`src/common/its_pkg.sv`:
```
// Package for the bus supervision timer and status block
// Function
// - All enables off, run clear: interface off, timer cleared
// - Enables off, run set: timer free-runs
// - Enabled, run clear: only low three bits count
// - Enabled and running: count in frames, clear on start or stop
// - Timing select maps to counts and timeouts
// - Status mirrors idle, repeated start, stop commands
// - Status shows tx buffer bit and tx active
// - Status bit three shows start generation
// - Status bit two shows stop generation
// - Repeated start bit active while being sent
// - Stop bit active while being sent
// - Clock edge preloads eight minus minimum count
// - Reset clears timing select
// - Timeout clears ownership request and slave enable
// - Minimum time counts once per machine cycle of twelve core clocks
package its_pkg;
  localparam logic [7:0] OFS_CONFIG = 8'h00;
  localparam logic [7:0] OFS_CONTROL = 8'h04;
  localparam logic [7:0] OFS_STATUS = 8'h08;
  localparam logic [7:0] OFS_IRQ_STAT = 8'h0c;
  localparam logic [7:0] OFS_IRQ_MASK = 8'h10;
  localparam logic [7:0] OFS_TIMER = 8'h14;
  // Config fields
  localparam int CFG_SLAVE_EN = 7;
  localparam int CFG_OWN_REQ = 6;
  localparam int CFG_CLR_TFLAG = 5;
  localparam int CFG_RUN = 4;
  localparam int CFG_TSEL_HI = 1;
  localparam int CFG_TSEL_LO = 0;
  // Control and status fields
  localparam int ST_SPARE = 7;
  localparam int ST_IDLE = 6;
  localparam int ST_TX_BIT = 5;
  localparam int ST_TX_ACT = 4;
  localparam int ST_MK_START = 3;
  localparam int ST_MK_STOP = 2;
  localparam int ST_RSTART = 1;
  localparam int ST_STOP = 0;
  localparam int IRQ_TFLAG = 0;
  localparam int IRQ_TIMEOUT = 1;
  localparam logic [1:0] IRQ_RESET = 2'h0;
  localparam logic [1:0] TSEL_RESET = 2'h0;
  localparam logic [9:0] TIMER_RESET = 10'h000;
  localparam logic [9:0] TIMER_MAX = 10'h3ff;
  localparam logic [2:0] LOW_MAX = 3'h7;
  localparam logic [3:0] MIN_MARK = 4'h8;
  // Minimum clock high/low counts per timing select code
  localparam logic [2:0] MIN_CNT_SEL10 = 3'h7;
  localparam logic [2:0] MIN_CNT_SEL01 = 3'h6;
  localparam logic [2:0] MIN_CNT_SEL00 = 3'h5;
  localparam logic [2:0] MIN_CNT_SEL11 = 3'h4;
  // Clock and machine cycle
  localparam int CORE_CLK_HZ = 25000000;
  localparam int OSC_PER_MCYCLE = 12;
  localparam logic [3:0] MCYC_LAST = 4'(OSC_PER_MCYCLE - 1);
  typedef enum logic [1:0] {
    ITS_OFF = 2'b00,
    ITS_FREE = 2'b01,
    ITS_MIN = 2'b10,
    ITS_SUPERVISE = 2'b11
  } its_mode_t;
  // Inputs from the bus engine
  typedef struct packed {
    logic master_state;
    logic frame_active;
    logic scl_edge;
    logic start_det;
    logic stop_det;
    logic tx_buffer_bit;
    logic tx_active_flag;
    logic making_start_flag;
    logic making_stop_flag;
    logic rstart_done;
    logic stop_done;
  } its_eng_in_t;
  // Outputs to the bus engine
  typedef struct packed {
    logic bus_enable;
    logic slave_function_enable;
    logic bus_ownership_request;
    logic [1:0] scl_timing_select;
    logic idle_cmd;
    logic send_repeated_start;
    logic send_stop_cmd;
    logic min_time_elapsed;
    logic bus_timeout;
  } its_eng_out_t;
endpackage : its_pkg

```
`src/rtl/its_supervisor.sv`:
```
// Supervision timer, mode control and status readout with APB slave
`timescale 1ns/10ps
module its_supervisor (
  // Clock and reset
  input wire logic core_clk,
  input wire logic rst,
  // APB slave
  input wire logic psel,
  input wire logic penable,
  input wire logic pwrite,
  input wire logic [7:0] paddr,
  input wire logic [31:0] pwdata,
  output logic [31:0] prdata,
  output logic pready,
  output logic pslverr,
  // Bus engine
  input its_pkg::its_eng_in_t eng_in,
  output its_pkg::its_eng_out_t eng_out,
  // Interrupt
  output logic irq
);

  function automatic logic [2:0] min_count(input logic [1:0] sel);
    unique case (sel)
      2'h2: min_count = its_pkg::MIN_CNT_SEL10;
      2'h1: min_count = its_pkg::MIN_CNT_SEL01;
      2'h0: min_count = its_pkg::MIN_CNT_SEL00;
      2'h3: min_count = its_pkg::MIN_CNT_SEL11;
    endcase
  endfunction : min_count

  function automatic logic [9:0] preload(input logic [1:0] sel);
    preload = 10'(its_pkg::MIN_MARK - {1'b0, min_count(sel)});
  endfunction : preload

  logic slave_en_q;
  logic own_req_q;
  logic run_q;
  logic [1:0] tsel_q;
  logic idle_q;
  logic rstart_q;
  logic stop_q;
  logic [1:0] irq_stat_q;
  logic [1:0] irq_mask_q;
  logic [9:0] timer_q;
  logic min_done_q;
  logic [3:0] div_q;
  logic mtick;
  logic enabled;
  logic ovf;
  logic timeout;
  logic [31:0] rdata_d;
  logic [31:0] rdata_q;
  logic addr_ok;
  logic wr;
  logic setup;
  logic [7:0] status;
  its_pkg::its_mode_t mode;

  // APB decode, zero wait states
  assign setup = psel && !penable;
  assign wr = psel && penable && pwrite;
  assign addr_ok = paddr == its_pkg::OFS_CONFIG || paddr == its_pkg::OFS_CONTROL
    || paddr == its_pkg::OFS_STATUS || paddr == its_pkg::OFS_IRQ_STAT
    || paddr == its_pkg::OFS_IRQ_MASK || paddr == its_pkg::OFS_TIMER;
  assign pready = 1'b1;
  assign pslverr = psel && penable && !addr_ok;

  // Machine cycle enable, one in twelve core clocks
  always_ff @(posedge core_clk)
  begin
    if (rst || div_q == its_pkg::MCYC_LAST)
      div_q <= 4'h0;
    else
      div_q <= div_q + 4'h1;
  end
  assign mtick = div_q == its_pkg::MCYC_LAST;

  assign enabled = slave_en_q || own_req_q || eng_in.master_state;
  assign mode = its_pkg::its_mode_t'({enabled, run_q});
  assign ovf = mtick && timer_q == its_pkg::TIMER_MAX && run_q
    && (mode == its_pkg::ITS_FREE || (mode == its_pkg::ITS_SUPERVISE && eng_in.frame_active));
  assign timeout = ovf && mode == its_pkg::ITS_SUPERVISE;

  // Configuration register
  always_ff @(posedge core_clk)
  begin
    if (rst)
    begin
      slave_en_q <= 1'b0;
      own_req_q <= 1'b0;
      run_q <= 1'b0;
      tsel_q <= its_pkg::TSEL_RESET;
    end
    else if (timeout)
    begin
      slave_en_q <= 1'b0;
      own_req_q <= 1'b0;
    end
    else if (wr && paddr == its_pkg::OFS_CONFIG)
    begin
      slave_en_q <= pwdata[its_pkg::CFG_SLAVE_EN];
      own_req_q <= pwdata[its_pkg::CFG_OWN_REQ];
      run_q <= pwdata[its_pkg::CFG_RUN];
      tsel_q <= pwdata[its_pkg::CFG_TSEL_HI:its_pkg::CFG_TSEL_LO];
    end
  end

  // Command bits held until the engine finishes them; a written one wins
  always_ff @(posedge core_clk)
  begin
    if (rst)
    begin
      idle_q <= 1'b0;
      rstart_q <= 1'b0;
      stop_q <= 1'b0;
    end
    else if (wr && paddr == its_pkg::OFS_CONTROL)
    begin
      idle_q <= pwdata[its_pkg::ST_IDLE] || (idle_q && !eng_in.start_det);
      rstart_q <= pwdata[its_pkg::ST_RSTART] || (rstart_q && !eng_in.rstart_done);
      stop_q <= pwdata[its_pkg::ST_STOP] || (stop_q && !eng_in.stop_done);
    end
    else
    begin
      if (eng_in.start_det)
        idle_q <= 1'b0;
      if (eng_in.rstart_done)
        rstart_q <= 1'b0;
      if (eng_in.stop_done)
        stop_q <= 1'b0;
    end
  end

  // Supervision timer
  always_ff @(posedge core_clk)
  begin
    if (rst)
    begin
      timer_q <= its_pkg::TIMER_RESET;
      min_done_q <= 1'b0;
    end
    else
    begin
      unique case (mode)
        its_pkg::ITS_OFF:
        begin
          timer_q <= its_pkg::TIMER_RESET;
          min_done_q <= 1'b0;
        end
        its_pkg::ITS_FREE:
        begin
          min_done_q <= 1'b0;
          if (mtick)
            timer_q <= timer_q + 10'h001;
        end
        its_pkg::ITS_MIN:
        begin
          if (eng_in.scl_edge)
          begin
            timer_q <= preload(tsel_q);
            min_done_q <= 1'b0;
          end
          else if (mtick && !min_done_q)
          begin
            timer_q[2:0] <= timer_q[2:0] + 3'h1;
            if (timer_q[2:0] == its_pkg::LOW_MAX)
              min_done_q <= 1'b1;
          end
        end
        its_pkg::ITS_SUPERVISE:
        begin
          if (eng_in.start_det || eng_in.stop_det)
          begin
            timer_q <= its_pkg::TIMER_RESET;
            min_done_q <= 1'b0;
          end
          else if (eng_in.scl_edge)
          begin
            timer_q <= preload(tsel_q);
            min_done_q <= 1'b0;
          end
          else if (mtick && eng_in.frame_active)
          begin
            timer_q <= timer_q + 10'h001;
            if (timer_q[3:0] == 4'(its_pkg::MIN_MARK - 4'h1))
              min_done_q <= 1'b1;
          end
        end
      endcase
    end
  end

  // Interrupt status, write one to clear, set wins
  always_ff @(posedge core_clk)
  begin
    if (rst)
      irq_stat_q <= its_pkg::IRQ_RESET;
    else
    begin
      if (ovf)
        irq_stat_q[its_pkg::IRQ_TFLAG] <= 1'b1;
      else if (wr && ((paddr == its_pkg::OFS_IRQ_STAT && pwdata[its_pkg::IRQ_TFLAG])
          || (paddr == its_pkg::OFS_CONFIG && pwdata[its_pkg::CFG_CLR_TFLAG])))
        irq_stat_q[its_pkg::IRQ_TFLAG] <= 1'b0;
      if (timeout)
        irq_stat_q[its_pkg::IRQ_TIMEOUT] <= 1'b1;
      else if (wr && paddr == its_pkg::OFS_IRQ_STAT && pwdata[its_pkg::IRQ_TIMEOUT])
        irq_stat_q[its_pkg::IRQ_TIMEOUT] <= 1'b0;
    end
  end

  always_ff @(posedge core_clk)
  begin
    if (rst)
      irq_mask_q <= its_pkg::IRQ_RESET;
    else if (wr && paddr == its_pkg::OFS_IRQ_MASK)
      irq_mask_q <= pwdata[its_pkg::IRQ_TIMEOUT:its_pkg::IRQ_TFLAG];
  end

  assign irq = |(irq_stat_q & irq_mask_q);

  // Read-only status image
  always_comb
  begin
    status = 8'h00;
    status[its_pkg::ST_IDLE] = idle_q;
    status[its_pkg::ST_TX_BIT] = eng_in.tx_buffer_bit;
    status[its_pkg::ST_TX_ACT] = eng_in.tx_active_flag;
    status[its_pkg::ST_MK_START] = eng_in.making_start_flag;
    status[its_pkg::ST_MK_STOP] = eng_in.making_stop_flag;
    status[its_pkg::ST_RSTART] = rstart_q;
    status[its_pkg::ST_STOP] = stop_q;
  end

  always_comb
  begin
    rdata_d = 32'h0000_0000;
    unique case (paddr)
      its_pkg::OFS_CONFIG: rdata_d = {24'h000000, slave_en_q, own_req_q, 1'b0, run_q, 2'b00, tsel_q};
      its_pkg::OFS_CONTROL: rdata_d = {24'h000000, 1'b0, idle_q, 4'h0, rstart_q, stop_q};
      its_pkg::OFS_STATUS: rdata_d = {24'h000000, status};
      its_pkg::OFS_IRQ_STAT: rdata_d = {30'h0, irq_stat_q};
      its_pkg::OFS_IRQ_MASK: rdata_d = {30'h0, irq_mask_q};
      its_pkg::OFS_TIMER: rdata_d = {22'h0, timer_q};
      default: rdata_d = 32'h0000_0000;
    endcase
  end

  // Read data captured in the setup cycle
  always_ff @(posedge core_clk)
  begin
    if (rst)
      rdata_q <= 32'h0000_0000;
    else if (setup && !pwrite)
      rdata_q <= rdata_d;
  end
  assign prdata = rdata_q;

  always_comb
  begin
    eng_out.bus_enable = enabled;
    eng_out.slave_function_enable = slave_en_q;
    eng_out.bus_ownership_request = own_req_q;
    eng_out.scl_timing_select = tsel_q;
    eng_out.idle_cmd = idle_q;
    eng_out.send_repeated_start = rstart_q;
    eng_out.send_stop_cmd = stop_q;
    eng_out.min_time_elapsed = min_done_q;
    eng_out.bus_timeout = timeout;
  end
endmodule : its_supervisor

```
`config.mk`:
```
export PLATFORM = sky130hd
export DESIGN_NAME = its_supervisor
export DESIGN_NICKNAME = d
export VERILOG_FILES = /design/src/common/its_pkg.sv /design/src/rtl/its_supervisor.sv
export SDC_FILE = /design/constraint.sdc
export NUM_CORES = 1
export LEC_CHECK = 0
export BUFFER_PORTS_ARGS = -buffer_cell sky130_fd_sc_hd__buf_2
export CORE_MARGIN = 5
export CORE_UTILIZATION = 47
export DETAILED_ROUTE_END_ITERATION = 10
export PLACE_DENSITY = 0.8
export SETUP_SLACK_MARGIN = 0.2
export SLEW_MARGIN = 0
export SYNTH_ARGS = -nofsm -noshare
export SYNTH_HDL_FRONTEND = slang
export SYNTH_SLANG_ARGS = --single-unit
```
`constraint.sdc`:
```
create_clock -name core_clk -period 2 [get_ports core_clk]
set_clock_uncertainty 0.15 [all_clocks]
set_input_delay 0.1 -clock core_clk [delete_from_list [all_inputs] [get_ports core_clk]]
set_output_delay 0.1 -clock core_clk [all_outputs]
set_load 0.01 [all_outputs]
```
Yosys cells after proc, flatten, opt, wreduce, memory -nomap -nowiden
Index checks and enable logic that the tools add are counted.
{"block": "totals", "in_bits": 56, "wordCells": 136, "register_bits": 59, "output_inout_bits": 45}
{"block": "op_classes", "eq_ne": 21, "reduce_logical": 59, "muxes": 34, "bitwise_logic": 2, "addsub": 5}
{"cell": "case mux 10 bit (6 select lines)", "count": 1}
{"cell": "2-to-1 mux 10 bit", "count": 4}
{"cell": "case mux 10 bit (4 select lines)", "count": 1}
{"cell": "2-to-1 mux 3 bit", "count": 8}
{"cell": "logical AND 1 bit", "count": 23}
{"cell": "2-to-1 mux 1 bit", "count": 17}
{"cell": "== test 8 x 4 -> 1 bit (second input constant)", "count": 2}
{"cell": "== test 8 x 5 -> 1 bit (second input constant)", "count": 2}
{"cell": "logical OR 1 bit", "count": 14}
{"cell": "case mux 3 bit (4 select lines)", "count": 1}
{"cell": "adder 10 x 1 -> 10 bit (second input constant)", "count": 1}
{"cell": "== test 10 bit (second input constant)", "count": 1}
{"cell": "nonzero test 2 bit", "count": 5}
{"cell": "subtractor 4 x 3 -> 5 bit (first input constant)", "count": 2}
{"cell": "== test 2 bit (second input constant)", "count": 4}
{"cell": "== test 8 x 3 -> 1 bit (second input constant)", "count": 1}
{"cell": "logical NOT 8 bit", "count": 1}
{"cell": "inequality test 4 x 2 -> 1 bit (second input constant)", "count": 2}
{"cell": "logical NOT 1 bit", "count": 7}
{"cell": "2-to-1 mux 7 bit", "count": 1}
{"cell": "inequality test 3 bit (second input constant)", "count": 2}
{"cell": "AND reduction 3 bit", "count": 2}
{"cell": "OR reduction 2 bit", "count": 3}
{"cell": "adder 4 x 1 -> 4 bit (second input constant)", "count": 1}
{"cell": "12 further kinds", "count": 15}

Logic depth before layout (Yosys ltp)
Gate-level depths: netlist (run 1).
{"block": "depth", "ltp_word": 10, "mapped_depth": 6, "depth_no_buf": 5}

Worst setup path after synthesis (run 1)
No wires, ideal clock.
{"block": "synth_path", "kind": "reg-to-reg", "start": "register run_q", "end": "register timer_q[0]", "path_buffers": 1, "arrival_ns": 1.534, "setup_time_ns": 0.086, "slack_ns": 0.230, "period_less_slack_ns": 1.770, "required_time_ns": 1.764, "path_stages_with_launch": 6, "path_cell_list": "dfxtp_1 > buf_2 > or4b_1 > a211o_1 > and3_1 > a211oi_1"}
{"block": "synth_between", "elab_chain_len": 3, "word_cells_on_any_way": 9}
{"element": "start, declared", "line_no": "its_supervisor.sv:38", "source": "logic run_q;"}
{"element": "start signal, assigned", "line_no": "its_supervisor.sv:104", "source": "run_q <= pwdata[its_pkg::CFG_RUN];"}
{"element": "== test 2 bit / == test 2 x 1 -> 1 bit (equally long branches)", "line_no": "its_supervisor.sv:145", "source": "unique case (mode)"}
{"element": "inequality test 4 x 2 -> 1 bit (no line) (tied with other cells)"}
{"element": "AND reduction 3 bit (no line)"}
{"element": "end signal, assigned", "line_no": "its_supervisor.sv:140", "source": "timer_q <= its_pkg::TIMER_RESET;"}
{"element": "end signal, assigned", "line_no": "its_supervisor.sv:148", "source": "timer_q <= its_pkg::TIMER_RESET;"}
{"element": "end signal, assigned", "line_no": "its_supervisor.sv:155", "source": "timer_q <= timer_q + 10'h001;"}
{"element": "end, declared", "line_no": "its_supervisor.sv:45", "source": "logic [9:0] timer_q;"}
Parallel ways exist; a longest one is shown, timed or not.
A chain may end at the register's enable or synchronous reset.

Worst setup path after layout (run 1)
Ends and elaborated chain as after synthesis.

==> results.toml, run 1 <==
[power_and_ir_drop]
p_leak_nw = 1.251
peakVddDrop_mv = 0.2912
power-per-cell-area_nw_per_um2 = 586.2

[timing]
finalMaxSlewViolations = 0
fin_crit_sh_pct = 92.00
grt_setup_unrepaired = "yes"
finalHoldViolations = 0
setup_tns_ns = 0
finalCriticalPeriod_ns = 1.840
worst_pin_slew_ns = 0.5594
fin_hold_ws_ns = 0.01082
slew_headroom_pct = 62.57
fmax_ghz = 0.5435
finalSetupViolCount = 0

[grt]
grtUsageTotal_pct = 19.66
grt_pass1_vias = 2077
grt_pass1_wl_mm = 9.818
antenna_found_initial = 0
grt_overflow_total = 0
grt_start_max_net_pins = 22

[finish]
diodes = 0
register_area_um2 = 748.2
multi_input_area_um2 = 1421
drive_above_1_share_pct = 34.04
fillers = 344
syn_to_final_growth_pct = 30.78
final_nets = 390

[synth]
yosys.area.top_type = "dfxtp_1"
syn_avg_cell_area_um2 = 8.706
synthArstFlopShare_pct = 0
synthTopCellsByArea = "dfxtp_1, buf_4, mux2i_1, a22o_1, nand3_1"
yosys-top-cells-count = "dfxtp_1, buf_4, mux2i_1"
synthCells = 261
ys_types = 49
synth_area_um2 = 2272
yosys.cell_count.top_type = "dfxtp_1"
synth.top_cell.area_share_pct = 32.60
synth-main-ff-cell = "dfxtp_1"
synth_edf_count = 0
ys_ff_latch = 37
seq_area_frac_synth_pct = 32.60
yosysWarnings = 0

[clock_network]
clockRootBuffer = "clkbuf_8"
numCtsBuffers = 5
clock_latency_ns = 0.29
clock_sinks = 37
cts_tree = "yes"
cts_buffer_depth = 2
clkTransAtPathRegs_ns = 0.07
htreeDepth = 2

[place]
dpl.hpwl_mm = 4.277
gp_congestion = 0.8628
port_buffers = 51

[die]
ios = 101
initial_utilization_pct = 48.11
die_area_um2 = 6325
coreArea_um2 = 4723
die_w_um = 79.53
die_h_um = 79.53
rows = 25

[worst_setup_path]
cp_data_required_time_ns = 2.01
critPathMaxFanout = 6
critPathArrivalTime_ns = 1.85
crit_path_start_kind = "flop"
critPathCaptureType = "flop"
path_class = "reg2reg"

[run]
maxCapViolations = 0

[route]
drt-total-wl_mm = 6.475
vias = 2252
drtAntennaViolNets = 0
dr.pass1.iters = 4
routed_via_density = 5.644
drc = 0
wl_per_cell_um = 16.23
drt_iter0_drc = 196

[min_path]
min_path_type = "in2reg"

[status]
outcome = "finished, final reports clean"
## kinds of logic after synthesis
family / synth area share, %
and+or+nand+nor: 25.05
AOI/OAI and AO/OA: 19.00
buffers and inverters: 13.55
DFF: 32.60
muxes: 7.048
adders and majority gates: 1.652
other: 0.3305
xor gates and xnor gates: 0.7711
## registers in the layout (all words and copies together) (netlist names), 2 cells and up
name        flops
tsel_q          2
div_q           4
irq_stat_q      2
prdata         10
timer_q        10
irq_mask_q      2
## final timing paths
check | startpoint | end | slack, ns | depth (start not counted)
max | run_q | timer_q[0] | 0.16 | 5
max reg2reg | run_q | timer_q[0] | 0.16 | 5
min reg2reg | prdata[7] | prdata[7] | 0.32 | 2
min | eng_in[5] | prdata[5] | 0.01 | 3
## power by group
part	switching, mW	leakage, nW	total [mW]	internal (mW)
registers	0.00747	0.301	0.752	0.744
clock network	0.274	0.0681	0.769	0.495
logic	0.127	0.882	0.221	0.0939
total	0.409	1.25	1.74	1.33
## per-layer routing
layer / part of all wire (%) / vias to the layer above / global-route usage, % / wire (µm)
li1: - / 1054 / - / -
met1: 42 / 1057 / 25.75 / 2694
met2: 46 / 120 / 30.63 / 3000
met3: 8.8 / 21 / 4.176 / 567
met4: 3.3 / 0 / 9.278 / 212
met5: 0 / - / 0 / 0
## metrics by stage
stage | power (mW) | setup slack, ns | cell area (µm²) | utilization (%) | std cells
detailed placement | 0.9431 | 0.1041 | 2522 | 53.40 | 370
global placement | 0.9380 | 0.1608 | 2522 | 53.40 | 370
global route | 1.806 | 0.08648 | 2972 | 62.91 | 399
finish | 1.742 | 0.1599 | 2972 | 62.91 | 399
CTS | 1.724 | 0.1829 | 2841 | 60.16 | 394
floorplan | 0.9066 | 0.2303 | 2351 | - | 282
## layout make-up
class / count / area share (%)
multi-input cells: 195 / 47.83
flip-flops and latches: 37 / 25.18
inverters: 6 / 0.7579
repair buffers: 86 / 18.91
clock buffers: 5 / 2.316
well taps: 67 / 2.821
clock inverters: 3 / 2.189
## cells in the final DEF (no fill, tap or decap), drive strengths merged, types with 4 or more instances in the layout
cell	count
buf	74
o21ai	4
nand3b	5
and3	4
and2	5
dfxtp	37
nand3	15
nor2	15
a31oi	4
a21oi	7
a22o	15
nand2	12
a2bb2oi	4
conb	23
mux2i	16
clkbuf	6
dlygate4sd3	11
nor3	5
nand2b	6
inv	6
a22oi	4
nand4	4
nor4	10
## critical path: stages (launching register included)
cell	delay [ns]
dfxtp_4	0.38
or4b_1	0.43
a211o_1	0.34
buf_4	0.16
a31oi_2	0.17
a211oi_2	0.08
## what timing repair did
item	CTS	global route
hold buffers	11	0
gates resized for setup	11	19
pin swaps	1	4
buffers inserted	5	5
endpoints found under the setup margin	10	10
hold endpoints to repair	14	0
Note: power is estimated with default switching activity, not from simulation.
==> inputs of run 2 (changes only) <==
CORE_ASPECT_RATIO = 2   (was unset)
CORE_UTILIZATION = 43   (was 47)
PLACE_DENSITY = 0.77   (was 0.8)
clock period = 1.5 ns   (was 2 ns; I/O delays follow)
==> run 2 against run 1 <==
  * The run now ends with negative setup slack left
  * Setup slack got worse by 0.55 ns
  * Non-clock buffer count grew 50
  * Critical path depth is 1 higher
  * Register-to-register slack got worse by 0.47 ns
  * Core utilization up 7.5 points
  * Cell count is 10% higher
  * First-iteration DRC count shrank 22%
  * Critical endpoint is now eng_out[0]
==> results.toml, run 2 (synthesis results as in run 1) <==
[power_and_ir_drop]
finalPower_mw = 2.064
power-per-cell-area_nw_per_um2 = 570.4
pwr-share-comb_pct = 18.9
p_seq_share_pct = 48.5
power.share.clock_pct = 32.6
intPower_mw = 1.491
peakVddDrop_mv = 0.7071
sw_frac_of_total_pct = 27.75
p_leak_nw = 1.523
p_switching_uw = 572.8

[die]
ios = 101
initial_utilization_pct = 44.22
rows = 37
coreArea_um2 = 5139
die_area_um2 = 6926
die_h_um = 112.8
die_w_um = 61.40

[timing]
worst_pin_slew_ns = 0.5596
grt_setup_unrepaired = "yes"
finalSetupViolCount = 21
fin_ws_ns = -0.3863
fmax_ghz = 0.5301
finalMaxSlewViolations = 0
slew_headroom_pct = 62.56
finalCriticalPeriod_ns = 1.886
finalHoldViolations = 0
fin_crit_sh_pct = 125.8

[clock_network]
cts_tree = "yes"
clock_latency_ns = 0.29
htreeDepth = 2
numCtsBuffers = 5
cts_buffer_depth = 2
clkTransAtPathRegs_ns = 0.08
clock_sinks = 37
clockRootBuffer = "clkbuf_8"

[grt]
grt_overflow_total = 0
grt_start_max_net_pins = 22
gr-usage-met2_pct = 42.57
top_usage_layer = "met2"
grt_util_met3_pct = 3.767
grt_pass1_vias = 2620
grt_pass1_wl_mm = 12.25
grtUsageTotal_pct = 23.21
antenna_found_initial = 0
grtUsageMet1_pct = 22.50

[route]
routed_via_density = 5.765
drt_iter0_drc = 152
drtAntennaViolNets = 0
drt-total-wl_mm = 8.204
drc = 0
vias = 2531
wl_per_cell_um = 18.69
dr.pass1.iters = 4

[finish]
syn_to_final_growth_pct = 59.25
final_nets = 440
post-route-util_pct = 70.42
layout_commonest_cell = "buf_4"
layout_common_cells = "buf_4, buf_2, dfxtp_1, conb_1, buf_6"
drive_above_1_share_pct = 49.08
diodes = 0
stdcell_area_um2 = 3618

[worst_setup_path]
critPathCaptureType = "output port"
crit_path_cell_trace = "ha_4 > nand4_1 > nor4_2 > buf_4 > and2_4 > buf_6"
slowest_stage = "dfxtp_2"
crit_path_start_kind = "flop"
critPathMaxFanout = 2
critPathArrivalTime_ns = 1.66
cp_data_required_time_ns = 1.27
critPathMaxStageDelay_ns = 0.36
path_class = "reg2out"

[status]
outcome = "finished, violations left"
violations = "negative setup slack"

[place]
dpl.hpwl_mm = 5.454
port_buffers = 51
gp_congestion = 0.8662
place_area_um2 = 3004

[run]
maxCapViolations = 0

[min_path]
min_path_type = "in2reg"
## run 2: worst max-delay path: cells and delay by family (launching register included)
| kind | cells | cell delay, ns |
|---|---|---|
| and+or+nand+nor | 3 | 0.56 |
| adders and majority gates | 1 | 0.15 |
| DFF | 1 | 0.36 |
| buffers and inverters | 2 | 0.29 |
## run 2: path summary, 6_finish.rpt
path | start | to | slack [ns] | depth (start not counted)
hold / removal | rst | tsel_q[1] | 0.04 | 3
setup reg to reg | timer_q[1] | run_q | -0.31 | 8
setup / recovery | timer_q[1] | eng_out[0] | -0.39 | 6
hold reg to reg | prdata[5] | prdata[5] | 0.34 | 1
## run 2: layout make-up
type                            count  area, µm²
Clock buffer                        6      72.57
Sequential cell                    37      753.2
Multi-Input combinational cell    195       1618
Inverter                            6      22.52
Fill cell                         345       1520
Tap cell                           58      72.57
Clock inverter                      1      5.005
Timing Repair Buffer              136       1075
## run 2: per-layer routing
layer	part of all wire [%]	vias to the layer above
met5	0	-
met1	34	1232
met4	6.1	0
li1	-	1146
met3	4.4	49
met2	55	104
## run 2: metrics by stage
| step | hold slack (ns) | worst slack [ns] | instances | setup TNS, ns |
|---|---|---|---|---|
| after global routing | 0.05452 | -0.4451 | 439 | -5.939 |
| after floorplan | 0.05184 | -0.2146 | 282 | -2.906 |
| after global placement | 0.1644 | -0.2720 | 399 | -5.918 |
| after detailed placement | 0.1709 | -0.3084 | 399 | -6.586 |
| after CTS | 0.02761 | -0.3437 | 432 | -4.128 |
| final | 0.03694 | -0.3863 | 439 | -4.590 |
## run 2: power by group through the flow
| stage | clock [mW] | combinational, mW | sequential, mW |
|---|---|---|---|
| 6_report | 0.672 | 0.390 | 1.00 |
| 2_1_floorplan | 0 | 0.205 | 1.03 |
| 3_5_place_dp | 0 | 0.304 | 1.02 |
| 4_1_cts | 0.678 | 0.362 | 1.00 |
| 3_3_place_gp | 0 | 0.296 | 1.02 |
| 5_1_grt | 0.711 | 0.418 | 1.00 |
## run 2: repair_timing
| item | 4_1_cts | 5_1_grt |
|---|---|---|
| hold buffers | 13 | 0 |
| cloned | 0 | 0 |
| resized for setup | 36 | 23 |
| pin swaps | 23 | 20 |
| hold endpoints to repair | 15 | 0 |
| endpoints found under the setup margin | 34 | 39 |
| buffers inserted | 13 | 7 |
==> inputs of run 3 (changes only) <==
CORE_UTILIZATION = 40   (was 43)
PLACE_DENSITY = 0.72   (was 0.77)
==> run 3 against run 2 <==
  * The run still ends with negative setup slack left
  * Setup slack gained 0.10 ns
  * Via count shrank 3.5%
  * Clock power grew 50%
  * Sequential share of layout area shrank 0.64 points
  * Maximum frequency grew 5.6%
  * Die area grew 6.5%
  * Core utilization shrank 3.6 points
  * Critical path type is now reg2reg
  * Critical endpoint is now timer_q[7]
==> results.toml, run 3 (synthesis results as in run 1) <==
[power_and_ir_drop]
power-per-cell-area_nw_per_um2 = 642.5
finalPower_mw = 2.410
peakVddDrop_mv = 0.7624
p_leak_nw = 1.595

[place]
placedCellCount = 400
gp_congestion = 0.8874
dpl.hpwl_mm = 5.123
port_buffers = 51

[route]
routed_via_density = 5.488
drc = 0
drtAntennaViolNets = 0
dr.pass1.iters = 6
wl_per_cell_um = 17.15
drt_iter0_drc = 104
vias = 2442
drt-total-wl_mm = 7.630

[timing]
setup_tns_ns = -4.040
finalMaxSlewViolations = 0
finalHoldViolations = 0
fmax_ghz = 0.5600
grt_setup_unrepaired = "yes"
fin_crit_sh_pct = 119.1
finalCriticalPeriod_ns = 1.786
finalSetupViolCount = 21
fin_ws_ns = -0.2858

[finish]
syn_to_final_growth_pct = 65.09
drive_above_1_share_pct = 50.26
layout_common_cells = "buf_4, buf_2, dfxtp_1, buf_6, conb_1"
layout_commonest_cell = "buf_4"
diodes = 0
finalNonFillerCells = 445
multi_input_area_um2 = 1654
fillers = 436
register_area_um2 = 757.0
post-route-util_pct = 66.85
final_nets = 442

[clock_network]
clock_sinks = 37
htreeDepth = 2
clock_latency_ns = 0.28
cts_buffer_depth = 2
clockRootBuffer = "clkbuf_16"
cts_tree = "yes"
numCtsBuffers = 5
clkTransAtPathRegs_ns = 0.06

[die]
initial_utilization_pct = 40.49
coreArea_um2 = 5612
die_h_um = 116.6
die_w_um = 63.30
die_area_um2 = 7379
ios = 101
rows = 39

[grt]
grtUsageTotal_pct = 20.11
grt_pass1_wl_mm = 11.98
grt_overflow_total = 0
grt_start_max_net_pins = 22
grt_pass1_vias = 2527
antenna_found_initial = 0

[worst_setup_path]
critPathArrivalTime_ns = 1.85
path_class = "reg2reg"
crit_path_cell_trace = "ha_4 > nand3b_1 > buf_4 > o21a_4 > buf_6 > nor4_4 > mux2i_1"
crit_path_start_kind = "flop"
cp_data_required_time_ns = 1.56
critPathCaptureType = "flop"
ff2ff_setup_slack_ns = -0.29
slowest_stage = "dfxtp_2"
critPathMaxFanout = 6
critPathMaxStageDelay_ns = 0.35

[min_path]
min_path_type = "in2reg"

[status]
outcome = "finished, violations left"
violations = "negative setup slack"

[run]
maxCapViolations = 0
run 3: cell count changes in the layout (fill, tap and decap cells not counted), moves of 3 or more:
cell	change
a21oi_2	-3
clkbuf_8	-5
clkbuf_16	+5
a21oi_1	+3
run 3: final timing paths:
check	startpoint	depth (start not counted)	endpoint
worst min-delay path	paddr[6]	5	prdata[7]
worst max-delay path	div_q[1]	7	timer_q[7]
worst min register to register	prdata[1]	1	prdata[1]
worst max register to register	div_q[1]	7	timer_q[7]
run 3: layout make-up:
class                      instances  share of cell area (%)
clock inverter                     3                  0.4336
tap                               61                   2.035
sequential                        37                   20.18
inverter                           6                  0.6004
timing repair buffer             138                   29.32
clock buffer                       5                   3.336
multi-input combinational        195                   44.10
run 3: worst max-delay path: cells and delay by family (launching register included):
kind	cells	cell delay (ns)
mux	1	0.20
buf+inv	2	0.33
fa+ha+maj	1	0.13
simple gates	2	0.40
compound gates	1	0.15
flops	1	0.35
run 3: repair_timing:
| item | in CTS | in global routing |
|---|---|---|
| endpoints found under the hold margin | 18 | 0 |
| setup endpoints to repair | 34 | 39 |
| pin swaps | 29 | 20 |
| setup buffers | 16 | 8 |
| cloned | 1 | 0 |
| resized for setup | 51 | 17 |
| hold buffers | 12 | 0 |
run 3: per-layer routing:
layer | GRT usage, % | vias to the layer above | wire length, µm
met1 | 21.66 | 1160 | 2831
met3 | 3.850 | 26 | 374
met5 | 0 | - | 0
met4 | 9.431 | 0 | 302
met2 | 37.15 | 96 | 4121
li1 | - | 1160 | -
run 3: power by group:
part	switching, mW	internal (mW)	total (mW)
Clock	0.402	0.609	1.01
Sequential	0.0103	0.991	1.00
Combinational	0.205	0.192	0.397
run 3: through the flow:
stage / setup slack, ns / hold WS (ns) / cell area (µm²)
floorplan: -0.2146 / 0.05184 / 2549
global placement: -0.2827 / 0.1922 / 2980
detailed placement: -0.3472 / 0.1907 / 2980
CTS: -0.2931 / -0.0005404 / 3613
global route: -0.3451 / 0.01753 / 3751
finish: -0.2858 / 0.01291 / 3751
